<file path="src/hdl/spi_slave_pkg.sv">
package spi_slave_pkg;
  // serial byte geometry
  localparam int BYTE_W = 8;
  localparam logic [2:0] LAST_BIT = 3'h7;
  localparam logic [2:0] CNT_RESET = 3'h0;
  localparam logic [7:0] SHIFT_RESET = 8'h00;
  localparam logic [7:0] TX_BUF_RESET = 8'h00;
  localparam logic [7:0] RX_DATA_RESET = 8'h00;

  // transfer-mode field: bit 1 polarity, bit 0 phase
  localparam int MODE_PHA = 0;
  localparam int MODE_POL = 1;
  localparam logic [1:0] MODE_0 = 2'h0;
  localparam logic [1:0] MODE_1 = 2'h1;
  localparam logic [1:0] MODE_2 = 2'h2;
  localparam logic [1:0] MODE_3 = 2'h3;

  // bit-order select values
  localparam logic ORDER_MSB_FIRST = 1'h0;
  localparam logic ORDER_LSB_FIRST = 1'h1;

  // flag clear strobe positions
  localparam int CLR_W = 4;
  localparam int CLR_DONE = 0;
  localparam int CLR_WRITE_COLLISION_FLAG = 1;
  localparam int CLR_RXC = 2;
  localparam int CLR_TXC = 3;

  // synchroniser lanes and their reset levels (ss deselected, sck low)
  localparam int PIN_W = 3;
  localparam int PIN_MOSI = 0;
  localparam int PIN_SS = 1;
  localparam int PIN_SCK = 2;
  localparam logic [2:0] PIN_RESET = 3'h2;

  // flag reset levels
  localparam logic FLAG_RESET = 1'h0;
  localparam logic EMPTY_RESET = 1'h1;
  localparam logic MISO_RESET = 1'h0;

  typedef enum logic {ST_IDLE, ST_ACTIVE} slave_state_e;
endpackage : spi_slave_pkg

</file>
<file path="src/hdl/spi_pin_if.sv">
`timescale 1ns/1ps
// synchronised link pins and sck edge strobes
interface spi_pin_if;
  logic ss_n;
  logic mosi;
  logic sck_rise;
  logic sck_fall;
  modport sync_side (output ss_n, output mosi, output sck_rise, output sck_fall);
  modport engine_side (input ss_n, input mosi, input sck_rise, input sck_fall);
endinterface : spi_pin_if

</file>
<file path="src/hdl/spi_pin_sync.sv">
`timescale 1ns/1ps
module spi_pin_sync
  import spi_slave_pkg::*;
(
  input wire logic clk_in,
  input wire logic resetn_in,
  input wire logic clk_en_in,
  input wire logic sck_in,
  input wire logic ss_n_in,
  input wire logic mosi_in,
  spi_pin_if.sync_side pins
);
  logic [PIN_W-1:0] raw;
  logic [PIN_W-1:0] meta;
  logic [PIN_W-1:0] stab;
  logic sck_prev;

  // pin lanes in a fixed order
  assign raw[PIN_MOSI] = mosi_in;
  assign raw[PIN_SS] = ss_n_in;
  assign raw[PIN_SCK] = sck_in;

  // two-stage synchroniser per pin
  genvar g;
  generate
    for (g = 0; g < PIN_W; g++)
    begin : g_lane
      always_ff @(posedge clk_in or negedge resetn_in)
      begin
        if (!resetn_in)
        begin
          meta[g] <= PIN_RESET[g];
          stab[g] <= PIN_RESET[g];
        end
        else if (clk_en_in)
        begin
          meta[g] <= raw[g];
          stab[g] <= meta[g];
        end
      end
    end
  endgenerate

  // history of the stable sck for edge detection
  always_ff @(posedge clk_in or negedge resetn_in)
  begin
    if (!resetn_in)
      sck_prev <= PIN_RESET[PIN_SCK];
    else if (clk_en_in)
      sck_prev <= stab[PIN_SCK];
  end

  // edges seen only on synchronised levels
  assign pins.ss_n = stab[PIN_SS];
  assign pins.mosi = stab[PIN_MOSI];
  assign pins.sck_rise = stab[PIN_SCK] & ~sck_prev;
  assign pins.sck_fall = ~stab[PIN_SCK] & sck_prev;
endmodule : spi_pin_sync

</file>
<file path="src/hdl/spi_slave_mode_engine.sv">
// Summary of operation
// - chip select, mosi, sck are inputs only
// - selected slave shifts miso when pin output
// - deselected: ignore data, miso high impedance
// - deselect resets state and counter, drops data
// - normal mode idle while deselected, writes allowed
// - first sck pulse starts shifting loaded byte
// - normal mode: done flag per shifted byte
// - normal mode premature write discarded, collision flag
// - buffer enable selects buffered slave mode
// - no wait: writes buffered, first byte dummy
// - transfer end moves buffer into shift register
// - write to full buffer is lost
// - empty flag clears on write, sets on copy
// - receive flag one cycle after empty flag
// - complete flag one later, when all sent
// - wait mode: first deselected write loads shift register
// - four polarity/phase combinations via two bits
// - change on one edge, sample opposite
// - mode codes fix sample and setup edges
// - bit order 0 msb first, 1 lsb
`timescale 1ns/1ps
module spi_slave_mode_engine
  import spi_slave_pkg::*;
(
  input wire logic clk_in,
  input wire logic resetn_in,
  input wire logic clk_en_in,
  input wire logic sck_in,
  input wire logic ss_n_in,
  input wire logic mosi_in,
  output logic miso_out,
  output logic miso_oe_out,
  input wire logic miso_dir_in,
  input wire logic buffer_mode_enable_in,
  input wire logic buffer_wait_receive_in,
  input wire logic bit_order_select_in,
  input wire logic [1:0] transfer_mode_in,
  input wire logic data_wr_in,
  input wire logic [7:0] data_wdata_in,
  input wire logic [CLR_W-1:0] flag_clear_in,
  output logic [7:0] rx_data_out,
  output logic busy_out,
  output logic transfer_done_flag_out,
  output logic write_collision_flag_out,
  output logic tx_buffer_empty_flag_out,
  output logic receive_complete_flag_out,
  output logic transfer_complete_flag_out
);
  spi_pin_if pins();

  slave_state_e state;
  logic [2:0] bit_cnt;
  logic [7:0] shreg;
  logic [7:0] tx_buf;
  logic [7:0] shift_in;
  logic out_bit;
  logic miso_q;
  logic sample_edge;
  logic setup_edge;
  logic late_sample;
  logic active;
  logic busy;
  logic byte_done;
  logic norm_wr;
  logic collision;
  logic buf_wr_ok;
  logic direct_wr;
  logic copy_pending;
  logic primed;
  logic dre;
  logic done_d1;
  logic done_d2;
  logic empty_d1;
  logic empty_d2;
  logic done_flag;
  logic write_collision_flag_flag;
  logic rxc_flag;
  logic txc_flag;

  // pins only read, never driven
  spi_pin_sync u_sync (
    .clk_in(clk_in),
    .resetn_in(resetn_in),
    .clk_en_in(clk_en_in),
    .sck_in(sck_in),
    .ss_n_in(ss_n_in),
    .mosi_in(mosi_in),
    .pins(pins)
  );

  // sample on leading edge for phase 0, trailing for phase 1
  assign late_sample = transfer_mode_in[MODE_POL] ^ transfer_mode_in[MODE_PHA];
  // data changes on the edge opposite the sample edge
  assign sample_edge = late_sample ? pins.sck_fall : pins.sck_rise;
  assign setup_edge = late_sample ? pins.sck_rise : pins.sck_fall;

  // selected only while chip select is low right now
  assign active = (state == ST_ACTIVE) && !pins.ss_n;
  assign busy = active && (bit_cnt != CNT_RESET);
  assign byte_done = active && sample_edge && (bit_cnt == LAST_BIT);

  // shift direction and outgoing bit by bit order
  assign shift_in = bit_order_select_in ? {pins.mosi, shreg[7:1]} : {shreg[6:0], pins.mosi};
  assign out_bit = bit_order_select_in ? shreg[0] : shreg[7];

  // data write steering per mode
  assign norm_wr = data_wr_in && !buffer_mode_enable_in && !busy;
  assign collision = data_wr_in && !buffer_mode_enable_in && busy;
  assign buf_wr_ok = data_wr_in && buffer_mode_enable_in && dre;
  assign direct_wr = buf_wr_ok && buffer_wait_receive_in && pins.ss_n && !primed;

  // selection state machine
  always_ff @(posedge clk_in or negedge resetn_in)
  begin
    if (!resetn_in)
      state <= ST_IDLE;
    else if (clk_en_in)
    begin
      unique case (state)
        ST_IDLE:
          if (!pins.ss_n)
            state <= ST_ACTIVE;
        ST_ACTIVE:
          if (pins.ss_n)
            state <= ST_IDLE;
      endcase
    end
  end

  // bit counter, cleared at once by deselect
  always_ff @(posedge clk_in or negedge resetn_in)
  begin
    if (!resetn_in)
      bit_cnt <= CNT_RESET;
    else if (clk_en_in)
    begin
      if (!active)
        bit_cnt <= CNT_RESET;
      else if (sample_edge)
        bit_cnt <= bit_cnt + 3'h1; // wraps after the last bit
    end
  end

  // shift register: sampling, buffer copy and direct loads
  always_ff @(posedge clk_in or negedge resetn_in)
  begin
    if (!resetn_in)
      shreg <= SHIFT_RESET;
    else if (clk_en_in)
    begin
      if (byte_done && buffer_mode_enable_in && !dre)
        shreg <= tx_buf;
      else if (active && sample_edge)
        shreg <= shift_in;
      else if (copy_pending)
        shreg <= tx_buf;
      else if (norm_wr)
        shreg <= data_wdata_in;
    end
  end

  // transmit buffer, written only while empty
  always_ff @(posedge clk_in or negedge resetn_in)
  begin
    if (!resetn_in)
      tx_buf <= TX_BUF_RESET;
    else if (clk_en_in && buf_wr_ok)
      tx_buf <= data_wdata_in;
  end

  // wait-for-receive: first deselected write copied next cycle
  always_ff @(posedge clk_in or negedge resetn_in)
  begin
    if (!resetn_in)
    begin
      copy_pending <= FLAG_RESET;
      primed <= FLAG_RESET;
    end
    else if (clk_en_in)
    begin
      copy_pending <= direct_wr;
      if (!buffer_mode_enable_in)
        primed <= FLAG_RESET;
      else if (copy_pending)
        primed <= 1'h1;
      else if (byte_done && dre)
        primed <= FLAG_RESET; // shift register sent, nothing queued
    end
  end

  // buffer-empty flag: clear on write, set on copy
  always_ff @(posedge clk_in or negedge resetn_in)
  begin
    if (!resetn_in)
      dre <= EMPTY_RESET;
    else if (clk_en_in)
    begin
      if (!buffer_mode_enable_in)
        dre <= EMPTY_RESET;
      else if (buf_wr_ok)
        dre <= FLAG_RESET;
      else if (copy_pending || byte_done)
        dre <= 1'h1;
    end
  end

  // flag pipeline after a buffered transfer
  always_ff @(posedge clk_in or negedge resetn_in)
  begin
    if (!resetn_in)
    begin
      done_d1 <= FLAG_RESET;
      done_d2 <= FLAG_RESET;
      empty_d1 <= FLAG_RESET;
      empty_d2 <= FLAG_RESET;
    end
    else if (clk_en_in)
    begin
      done_d1 <= byte_done && buffer_mode_enable_in;
      empty_d1 <= dre; // nothing queued behind the sent byte
      done_d2 <= done_d1;
      empty_d2 <= empty_d1;
    end
  end

  // sticky flags, set wins over clear
  always_ff @(posedge clk_in or negedge resetn_in)
  begin
    if (!resetn_in)
    begin
      done_flag <= FLAG_RESET;
      write_collision_flag_flag <= FLAG_RESET;
      rxc_flag <= FLAG_RESET;
      txc_flag <= FLAG_RESET;
    end
    else if (clk_en_in)
    begin
      if (byte_done && !buffer_mode_enable_in)
        done_flag <= 1'h1;
      else if (flag_clear_in[CLR_DONE])
        done_flag <= FLAG_RESET;
      if (collision)
        write_collision_flag_flag <= 1'h1;
      else if (flag_clear_in[CLR_WRITE_COLLISION_FLAG])
        write_collision_flag_flag <= FLAG_RESET;
      if (done_d1)
        rxc_flag <= 1'h1;
      else if (flag_clear_in[CLR_RXC])
        rxc_flag <= FLAG_RESET;
      if (done_d2 && empty_d2)
        txc_flag <= 1'h1;
      else if (flag_clear_in[CLR_TXC])
        txc_flag <= FLAG_RESET;
    end
  end

  // received byte, only whole bytes kept
  always_ff @(posedge clk_in or negedge resetn_in)
  begin
    if (!resetn_in)
      rx_data_out <= RX_DATA_RESET;
    else if (clk_en_in && byte_done)
      rx_data_out <= shift_in; // partial bytes never land here
  end

  // miso data flop, updated on setup edges
  always_ff @(posedge clk_in or negedge resetn_in)
  begin
    if (!resetn_in)
      miso_q <= MISO_RESET;
    else if (clk_en_in)
    begin
      if (!active || (bit_cnt == CNT_RESET) || setup_edge)
        miso_q <= out_bit;
    end
  end

  // outputs
  assign miso_out = miso_q;
  assign miso_oe_out = miso_dir_in && !pins.ss_n;
  assign busy_out = busy;
  assign transfer_done_flag_out = done_flag;
  assign write_collision_flag_out = write_collision_flag_flag;
  assign tx_buffer_empty_flag_out = dre;
  assign receive_complete_flag_out = rxc_flag;
  assign transfer_complete_flag_out = txc_flag;
endmodule : spi_slave_mode_engine

</file>
<file path="config.mk">
export PLATFORM = sky130hd
export DESIGN_NAME = spi_slave_mode_engine
export DESIGN_NICKNAME = d
export VERILOG_FILES = /design/src/hdl/spi_slave_pkg.sv /design/src/hdl/spi_pin_if.sv /design/src/hdl/spi_pin_sync.sv /design/src/hdl/spi_slave_mode_engine.sv
export SDC_FILE = /design/constraint.sdc
export NUM_CORES = 1
export LEC_CHECK = 0
export ABC_AREA = 1
export BUFFER_PORTS_ARGS = -buffer_cell sky130_fd_sc_hd__buf_4
export CAP_MARGIN = 25
export CORE_ASPECT_RATIO = 1.25
export CORE_MARGIN = 5
export CORE_UTILIZATION = 30
export DETAILED_ROUTE_END_ITERATION = 16
export GPL_TIMING_DRIVEN = 0
export HOLD_SLACK_MARGIN = 0.05
export MAX_ROUTING_LAYER = met4
export SLEW_MARGIN = 20
export SYNTH_ARGS = -nofsm -noshare
export SYNTH_HDL_FRONTEND = slang
export SYNTH_SLANG_ARGS = --single-unit
</file>
<file path="constraint.sdc">
create_clock -name clk_in -period 1.8 [get_ports clk_in]
set_clock_uncertainty 0.05 [all_clocks]
set_input_delay 0.18 -clock clk_in [delete_from_list [all_inputs] [get_ports clk_in]]
set_output_delay 0.18 -clock clk_in [all_outputs]
set_load 0.05 [all_outputs]
</file>
==> results.py, run 1 <==
metrics = {
    "status": {
        "outcome": "complete, no violations",
    },
    "global_route": {
        "grt_pass1_wl_mm": 10.5,
        "track_usage": 0.128,
        "overflow": 0,
        "grt_max_degree": 48,
        "grt_pass1_vias": 2258,
        "grt_antenna_before_repair": 0,
    },
    "cts": {
        "cts_max_path_buffers": 2,
        "cts_root_buf": "clkbuf_8",
        "numCtsBuffers": 5,
        "cts_tree": "done",
        "cts.sinks": 47,
        "clock_latency_ps": 290,
        "htree_num_levels": 2,
        "clk_pin_slew_worst_paths_ps": 80,
        "cts_setup_buffers": 0,
    },
    "finish": {
        "final_common_cell": "nand2_1",
        "diodes": 0,
        "final_cell_mix": "110 x nand2_1, 44 x dfrtp_1, 41 x buf_4",
        "fillers": 852,
        "layout.nets": 385,
        "final_layout_size_suffix_gt1_frac": 0.223,
        "final_cells": 455,
        "stdcell_area_sq_um": 3090,
        "area_growth_pct": 22.5,
    },
    "pwr": {
        "power_leakage_nw": 1.56,
        "ir_worst_vdd_mv": 0.316,
        "comb_power_share": 0.248,
        "p_clk_frac": 0.260,
        "power_density_nw_per_um2": 860,
        "p_sw_w": 0.000874,
        "switching_share": 0.329,
        "internal_power_w": 0.00178,
        "power_w": 0.00266,
        "sequentialPowerShare": 0.493,
    },
    "synth": {
        "synthArstFlopShare": 1.00,
        "yosysWarnings": 0,
        "synth_seq_cells": 47,
        "yosysSeqAreaShare": 0.467,
        "synth.top_cell.area_share": 0.436,
        "synth_flop_cell": "dfrtp_1",
        "synthTopCellsByArea": "dfrtp_1 44%, nand2_1 16%, o21ai_0 4.8%, nand3_1 4.4%, inv_1 4.3%",
        "synthCells": 307,
        "syn_area_per_cell_sq_um": 8.22,
        "yosysTopAreaCell": "dfrtp_1",
        "synth_edf_count": 0,
        "syn_area_sq_um": 2520,
        "ys_types": 34,
        "syn_nets": 335,
    },
    "sta": {
        "finalWorstSetupSlack_ps": 184,
        "hold_viol_final": 0,
        "period_minus_slack_ps": 1620,
        "fmax_ghz": 0.619,
        "relSlewSlack": 0.584,
        "rsz0062_at_grt": "false",
        "finalSetupViolations": 0,
        "tightestPinTransition_ps": 624,
        "drv_slew": 0,
        "fin_crit_sh": 0.898,
    },
    "floorplan": {
        "dieArea_sq_um": 10400,
        "core_area_sq_um": 8240,
        "die_h_microns": 113,
        "io_pins": 41,
        "initial_core_util": 0.306,
        "rows": 37,
        "die_w_microns": 92.1,
    },
    "routing": {
        "drt_iter0_drc": 118,
        "wirelength_mm": 6.10,
        "antenna_left": 0,
        "drc": 0,
        "routedWlPerCell_microns": 13.4,
        "drt_first_pass_iters": 6,
        "vias_per_cell": 4.75,
        "vias": 2162,
    },
    "setup_path": {
        "ff2ff_setup_slack_ps": 200,
        "critPathKind": "flop to output pin",
        "start_kind": "flop",
        "reg2reg_depth": 8,
        "r2r-end": "shreg[4]",
        "end_kind": "output pin",
        "critical_path_arrival_ps": 1390,
        "reg2reg_from": "u_sync.stab[2]",
        "critPathRequiredTime_ps": 1570,
        "crit_fanout": 3,
    },
    "placed_design": {
        "place_ws_ps": -14.7,
        "gp_congestion": 0.809,
        "numPortBuffers": 38,
        "hpwlAfterDp_mm": 4.62,
        "dp.cells": 442,
        "place_area_sq_um": 2930,
    },
    "min_path": {
        "whs_endpoint": "tx_buf[3]",
        "hold_class": "input pin to flop",
        "hold_start": "data_wdata_in[3]",
        "hold_depth": 3,
    },
    "flow_run": {
        "drv_cap": 0,
    },
}
## power groups by stage
stage	registers, W	logic (W)	clock network (W)
after floorplan	0.00135	0.000409	0
after global placement	0.00132	0.000640	0
after detailed placement	0.00133	0.000655	0
after CTS	0.00131	0.000667	0.000720
after global routing	0.00133	0.000748	0.000760
final	0.00131	0.000658	0.000691
## critical path, cell delays in order (launching register included)
cell	delay [ps]
dfrtp_1	360
inv_1	70
ha_1	200
nand2_1	70
nand2_1	90
inv_1	110
buf_4	200
## cells in the mapped netlist, types with 2 or more instances
cell      count
nand2_1     110
dfrtp_1      44
inv_1        29
o21ai_0      24
nand3_1      22
nand4_1       9
o21ai_2       9
mux2i_1       8
nor2_1        8
a21oi_1       6
buf_2         3
buf_4         3
dfstp_2       3
ha_1          3
a32o_1        2
buf_6         2
clkbuf_1      2
clkinv_1      2
nand2_2       2
nand3_2       2
## logic make-up (layout without fill, tap and decap cells)
family,count (synthesis),in the layout,share of synthesized area
AOI/OAI and AO/OA,46,46,0.118
and+or+nand+nor,159,159,0.290
adders and majority gates,3,3,0.0149
buffers and inverters,44,95,0.0783
muxes,8,8,0.0317
DFF,47,47,0.467
## flip-flops by register name, summed over array words and instances, names as in the netlist
register,flops
primed,1
transfer_complete_flag_out,1
u_sync.pins.mosi,1
u_sync.stab,1
copy_pending,1
empty_d2,1
bit_cnt,3
tx_buffer_empty_flag_out,1
write_collision_flag_out,1
empty_d1,1
u_sync.sck_prev,1
miso_out,1
receive_complete_flag_out,1
rx_data_out,8
u_sync.meta,3
tx_buf,8
u_sync.pins.ss_n,1
done_d2,1
state,1
done_d1,1
transfer_done_flag_out,1
shreg,8
## layout make-up
cell class,count,area (sq um),area share
multi-input combinational,216,1160,0.374
inverter,33,129,0.0417
buffer,11,71.3,0.0231
sequential,47,1180,0.381
tap,97,121,0.0392
clock buffer,8,100,0.0324
timing repair buffer,43,335,0.108
## how the worst max path moves through the flow
| stage | startpoint | end |
|---|---|---|
| after detailed placement | bit_cnt[0] | shreg[6] |
| after CTS | bit_cnt[0] | shreg[6] |
| after global routing | u_sync.stab[2] | shreg[5] |
| after global placement | bit_cnt[0] | shreg[5] |
| final | bit_cnt[0] | busy_out |
| after floorplan | bit_cnt[0] | miso_out |
## through the flow
stage                     setup TNS [ps]  hold WS [ps]   util
after floorplan                        0          -166      -
after global placement                 0           186  0.356
after detailed placement           -29.0           191  0.356
after CTS                              0          52.6  0.374
after global routing                   0          61.2  0.375
final                                  0          56.2  0.375
## per-layer routing
metal  routed length, microns  up-vias  track usage
li1                         -     1102            -
met5                        0        -            -
met3                      183        8       0.0208
met1                     2680     1018        0.147
met4                      143        0       0.0496
met2                     3090       34        0.221
## what timing repair did
item,CTS,global route
endpoints found under the setup margin,6,5
endpoints found under the hold margin,48,0
hold buffers,5,0
gates resized for setup,1,2
Note: power is estimated with default switching activity, not from simulation.
==> run 2, diff against run 1 <==
--- a/config.mk
+++ b/config.mk
@@ -10,11 +10,13 @@
 export CAP_MARGIN = 25
 export CORE_ASPECT_RATIO = 1.25
 export CORE_MARGIN = 5
-export CORE_UTILIZATION = 30
+export CORE_UTILIZATION = 56
 export DETAILED_ROUTE_END_ITERATION = 16
 export GPL_TIMING_DRIVEN = 0
 export HOLD_SLACK_MARGIN = 0.05
 export MAX_ROUTING_LAYER = met4
+export PLACE_DENSITY = 0.79
+export SETUP_SLACK_MARGIN = 0.4
 export SLEW_MARGIN = 20
 export SYNTH_ARGS = -nofsm -noshare
 export SYNTH_HDL_FRONTEND = slang
==> run 2 against run 1 <==
Compared with the run above: sequential cell count is the same; die area down 42%; non-clock buffer count rose by 34; sequential power about the same; combinational power increased by 48%; clock power down 8.2%; setup slack got worse by 1.1 ps.
==> results.py, run 2 (same netlist as run 1, synthesis figures left out) <==
metrics = {
    "cts": {
        "cts_max_path_buffers": 2,
        "numCtsBuffers": 5,
        "clock_latency_ps": 310,
        "clk_pin_slew_worst_paths_ps": 90,
        "cts_tree": "done",
        "cts_root_buf": "clkbuf_8",
        "htree_num_levels": 2,
        "cts.sinks": 47,
    },
    "setup_path": {
        "crit_fanout": 5,
        "critPathKind": "flop to output pin",
        "reg2reg_depth": 8,
        "cp_slowest_stage_delay_ps": 390,
        "critPathRequiredTime_ps": 1570,
        "path_cells": "inv_1, nor2_4, nand2_4, clkinvlp_4, buf_8",
        "start_kind": "flop",
        "critical_path_arrival_ps": 1390,
        "end_kind": "output pin",
        "cpMaxStageDelayCell": "dfrtp_1",
    },
    "global_route": {
        "grt_pass1_wl_mm": 12.0,
        "grt_antenna_before_repair": 0,
        "grt_pass1_vias": 2589,
        "track_usage": 0.260,
        "grt_use_met3": 0.0450,
        "grtUsageMet2": 0.464,
        "met1_usage": 0.271,
        "overflow": 0,
        "grt_most_used_layer": "met2",
        "grt_max_degree": 48,
    },
    "sta": {
        "period_minus_slack_ps": 1620,
        "drv_slew": 0,
        "hold_viol_final": 0,
        "fmax_ghz": 0.618,
        "finalSetupViolations": 0,
        "fin_crit_sh": 0.899,
        "tightestPinTransition_ps": 695,
        "relSlewSlack": 0.536,
        "rsz0062_at_grt": "true",
        "tns_ps": 0,
    },
    "placed_design": {
        "place_area_sq_um": 2910,
        "numPortBuffers": 38,
        "hpwlAfterDp_mm": 4.20,
        "gp_congestion": 0.838,
    },
    "finish": {
        "layout.nets": 421,
        "final_common_cell": "nand2_1",
        "area_growth_pct": 47.5,
        "fillers": 232,
        "final_layout_size_suffix_gt1_frac": 0.414,
        "final_cell_mix": "88 x nand2_1, 55 x buf_4, 43 x dfrtp_1",
        "reg.largest.list": "rx_data_out x8, shreg x8, tx_buf x8",
        "stdcell_area_sq_um": 3720,
        "diodes": 0,
    },
    "routing": {
        "vias": 2661,
        "drc": 0,
        "antenna_left": 0,
        "drt_iter0_drc": 200,
        "drt_first_pass_iters": 5,
        "wirelength_mm": 8.61,
        "routedWlPerCell_microns": 19.1,
        "vias_per_cell": 5.89,
    },
    "floorplan": {
        "dieArea_sq_um": 5960,
        "die_w_microns": 70.1,
        "die_h_microns": 85.1,
        "io_pins": 41,
        "core_area_sq_um": 4390,
        "rows": 27,
        "initial_core_util": 0.575,
    },
    "min_path": {
        "hold_depth": 3,
        "hold_class": "input pin to flop",
    },
    "status": {
        "outcome": "complete, no violations",
    },
    "pwr": {
        "power_density_nw_per_um2": 790,
        "power_leakage_nw": 1.82,
        "ir_worst_vdd_mv": 0.584,
    },
    "flow_run": {
        "drv_cap": 0,
    },
}
## run 2: worst max-delay path: cells and delay by family (launching register included)
family,cells,cell delay [ps]
DFF,1,390
and+or+nand+nor,2,360
buffers and inverters,3,330
## run 2: timing repair
action                                  4_1_cts  5_1_grt
buffers inserted                             18       11
hold buffers                                  8        0
endpoints found under the hold margin        51        0
endpoints found under the setup margin       32       35
gates cloned                                  3        1
resized for setup                            61       33
pin swaps                                    15       17
## run 2: worst paths after layout
check / from / end / slack, ps
min: data_wdata_in[7] / tx_buf[7] / 50
min reg2reg: u_sync.meta[1] / u_sync.meta[1] / 420
max reg2reg: u_sync.sck_prev / shreg[0] / 200
max in group asynchronous: resetn_in / u_sync.sck_prev / 890
max: state / busy_out / 180
min in group asynchronous: resetn_in / empty_d1 / 370
## run 2: area by class of cell
type | instances | area [sq um] | share of cell area
Clock buffer | 7 | 76.3 | 0.0205
Timing Repair inverter | 1 | 5.00 | 0.00134
Tap cell | 58 | 72.6 | 0.0195
Timing Repair Buffer | 77 | 707 | 0.190
Multi-Input combinational cell | 217 | 1450 | 0.389
Sequential cell | 47 | 1180 | 0.318
Clock inverter | 1 | 5.00 | 0.00134
Buffer | 11 | 87.6 | 0.0235
Inverter | 33 | 136 | 0.0366
## run 2: per-layer routing
layer  up-vias  wire length (microns)
met4         0                    477
met1      1286                   3060
met2       148                   4540
li1       1177                      -
met3        50                    531
met5         -                      0
## run 2: through the flow
stage,setup WS [ps],power [W],hold WS [ps],utilization,instances
finish,183,0.00294,52.8,0.848,452
global route,145,0.00307,50.7,0.848,452
CTS,248,0.00276,50.0,0.791,440
detailed placement,215,0.00199,180,0.663,403
global placement,254,0.00197,177,0.663,403
floorplan,302,0.00177,-166,-,307
## run 2: power by group
part | total, W | switching [W] | leakage, nW | internal, W
Clock | 0.000634 | 0.000360 | 0.0422 | 0.000273
Combinational | 0.000973 | 0.000593 | 1.18 | 0.000379
Sequential | 0.00133 | 0.000119 | 0.602 | 0.00121
Total | 0.00294 | 0.00107 | 1.82 | 0.00187
==> run 3, diff against run 2 <==
--- a/config.mk
+++ b/config.mk
@@ -10,12 +10,12 @@
 export CAP_MARGIN = 25
 export CORE_ASPECT_RATIO = 1.25
 export CORE_MARGIN = 5
-export CORE_UTILIZATION = 56
+export CORE_UTILIZATION = 58
 export DETAILED_ROUTE_END_ITERATION = 16
 export GPL_TIMING_DRIVEN = 0
 export HOLD_SLACK_MARGIN = 0.05
 export MAX_ROUTING_LAYER = met4
-export PLACE_DENSITY = 0.79
+export PLACE_DENSITY = 0.82
 export SETUP_SLACK_MARGIN = 0.4
 export SLEW_MARGIN = 20
 export SYNTH_ARGS = -nofsm -noshare
==> constraint.sdc (replaced) <==
create_clock -name clk_in -period 1.92 [get_ports clk_in]
set_clock_uncertainty 0.05 [all_clocks]
set_input_delay 0.192 -clock clk_in [delete_from_list [all_inputs] [get_ports clk_in]]
set_output_delay 0.192 -clock clk_in [all_outputs]
set_load 0.05 [all_outputs]
==> run 3 against run 2 <==
Compared with the run above: first-iteration DRC count increased by 6.0%; critical path depth up 1; register-to-register slack improved by 170 ps; setup slack improved by 170 ps; die area fell by 3.0%; critical path type unchanged; sequential power shrank 8%; combinational power is 25% lower; via count shrank 13%; routed wire length decreased by 27%; design area decreased by 11%.
==> results.py, run 3 (same netlist as run 1, synthesis figures left out) <==
metrics = {
    "finish": {
        "final_cell_mix": "99 x nand2_1, 52 x buf_4, 44 x dfrtp_1",
        "area_growth_pct": 31.6,
        "layout.nets": 403,
        "reg.largest.list": "rx_data_out x8, shreg x8, tx_buf x8",
        "final_cells": 432,
        "fin_util": 0.798,
        "stdcell_area_sq_um": 3320,
        "final_common_cell": "nand2_1",
        "final_layout_size_suffix_gt1_frac": 0.322,
        "fillers": 276,
        "diodes": 0,
    },
    "pwr": {
        "comb_power_share": 0.284,
        "switching_share": 0.337,
        "p_sw_w": 0.000864,
        "ir_worst_vdd_mv": 0.699,
        "power_density_nw_per_um2": 773,
        "internal_power_w": 0.00170,
        "power_leakage_nw": 1.68,
        "sequentialPowerShare": 0.479,
        "p_clk_frac": 0.237,
    },
    "setup_path": {
        "critPathRequiredTime_ps": 1680,
        "critical_path_arrival_ps": 1330,
        "r2r-end": "shreg[0]",
        "reg2reg_from": "u_sync.pins.ss_n",
        "critPathKind": "flop to output pin",
        "start_kind": "flop",
        "ff2ff_setup_slack_ps": 370,
        "end_kind": "output pin",
        "reg2reg_depth": 9,
        "crit_fanout": 2,
    },
    "sta": {
        "tns_ps": 0,
        "fmax_ghz": 0.638,
        "finalSetupViolations": 0,
        "fin_crit_sh": 0.817,
        "rsz0062_at_grt": "true",
        "period_minus_slack_ps": 1570,
        "finalWorstSetupSlack_ps": 352,
        "drv_slew": 0,
        "hold_viol_final": 0,
        "tightestPinTransition_ps": 599,
        "relSlewSlack": 0.601,
    },
    "global_route": {
        "grt_max_degree": 48,
        "grt_pass1_wl_mm": 10.0,
        "track_usage": 0.216,
        "grt_pass1_vias": 2266,
        "overflow": 0,
        "grt_antenna_before_repair": 0,
    },
    "cts": {
        "htree_num_levels": 2,
        "clk_pin_slew_worst_paths_ps": 80,
        "cts_tree": "done",
        "cts.sinks": 47,
        "clock_latency_ps": 300,
        "cts_max_path_buffers": 2,
        "numCtsBuffers": 5,
        "cts_root_buf": "clkbuf_8",
    },
    "placed_design": {
        "place_ws_ps": 304,
        "hpwlAfterDp_mm": 4.22,
        "numPortBuffers": 38,
        "dp.cells": 401,
        "place_area_sq_um": 2900,
        "gp_congestion": 0.900,
    },
    "routing": {
        "wirelength_mm": 6.31,
        "routedWlPerCell_microns": 14.6,
        "vias_per_cell": 5.38,
        "drt_first_pass_iters": 5,
        "drc": 0,
        "antenna_left": 0,
        "drt_iter0_drc": 212,
        "vias": 2323,
    },
    "flow_run": {
        "drv_cap": 0,
    },
    "floorplan": {
        "initial_core_util": 0.606,
        "die_h_microns": 83.8,
        "dieArea_sq_um": 5780,
        "die_w_microns": 69.0,
        "io_pins": 41,
        "core_area_sq_um": 4160,
        "rows": 26,
    },
    "min_path": {
        "hold_depth": 3,
        "hold_start": "data_wdata_in[2]",
        "whs_endpoint": "tx_buf[2]",
        "hold_class": "input pin to flop",
    },
    "status": {
        "outcome": "complete, no violations",
    },
}
## run 3: through the flow
stage / power (W) / hold WS (ps)
3_3_place_gp: 0.00183 / 182
4_1_cts: 0.00250 / 60.5
6_report: 0.00257 / 61.0
2_1_floorplan: 0.00165 / -154
5_1_grt: 0.00273 / 74.8
3_5_place_dp: 0.00185 / 183
## run 3: what timing repair did
action                                  in CTS  in global routing
pin swaps                                    2                 12
gates cloned                                 0                  2
endpoints found under the hold margin       47                  0
hold buffers                                 4                  0
setup buffers                                4                 13
endpoints found under the setup margin       9                 31
gates resized for setup                     10                 27
## run 3: power groups by stage
| stage | sequential (W) | clock [W] | combinational, W |
|---|---|---|---|
| 2_1_floorplan | 0.00126 | 0 | 0.000390 |
| 3_3_place_gp | 0.00124 | 0 | 0.000596 |
| 3_5_place_dp | 0.00124 | 0 | 0.000611 |
| 4_1_cts | 0.00123 | 0.000619 | 0.000656 |
| 5_1_grt | 0.00125 | 0.000669 | 0.000808 |
| 6_report | 0.00123 | 0.000609 | 0.000728 |
## run 3: layout make-up
type	instances	area [sq um]	area share
timing repair buffer	61	529	0.159
multi-input combinational	216	1240	0.373
tap	56	70.1	0.0211
sequential	47	1180	0.355
buffer	11	78.8	0.0237
inverter	33	135	0.0407
clock inverter	1	5.00	0.00151
clock buffer	7	86.3	0.0260
## run 3: routing by layer
layer	share of wire	routed length, microns	up-vias	GRT usage
met1	0.39	2490	1114	0.246
met4	0.015	93	0	0.0657
li1	-	-	1134	-
met5	0	0	-	-
met2	0.54	3410	65	0.378
met3	0.049	311	10	0.0446
## run 3: worst max path at each step
stage / cells after the start / end / from
final: 6 / busy_out / bit_cnt[0]
after CTS: 6 / busy_out / bit_cnt[0]
after detailed placement: 8 / shreg[6] / bit_cnt[0]
after global routing: 10 / shreg[0] / u_sync.sck_prev
after floorplan: 5 / shreg[0] / tx_buffer_empty_flag_out
after global placement: 8 / shreg[5] / bit_cnt[0]
## run 3: critical path: stages (launching register included)
cell and delay (ps):
dfrtp_1 400, inv_2 90, ha_4 130, nand2_2 40, nand2_2 100, clkinvlp_4 120
buf_8 160
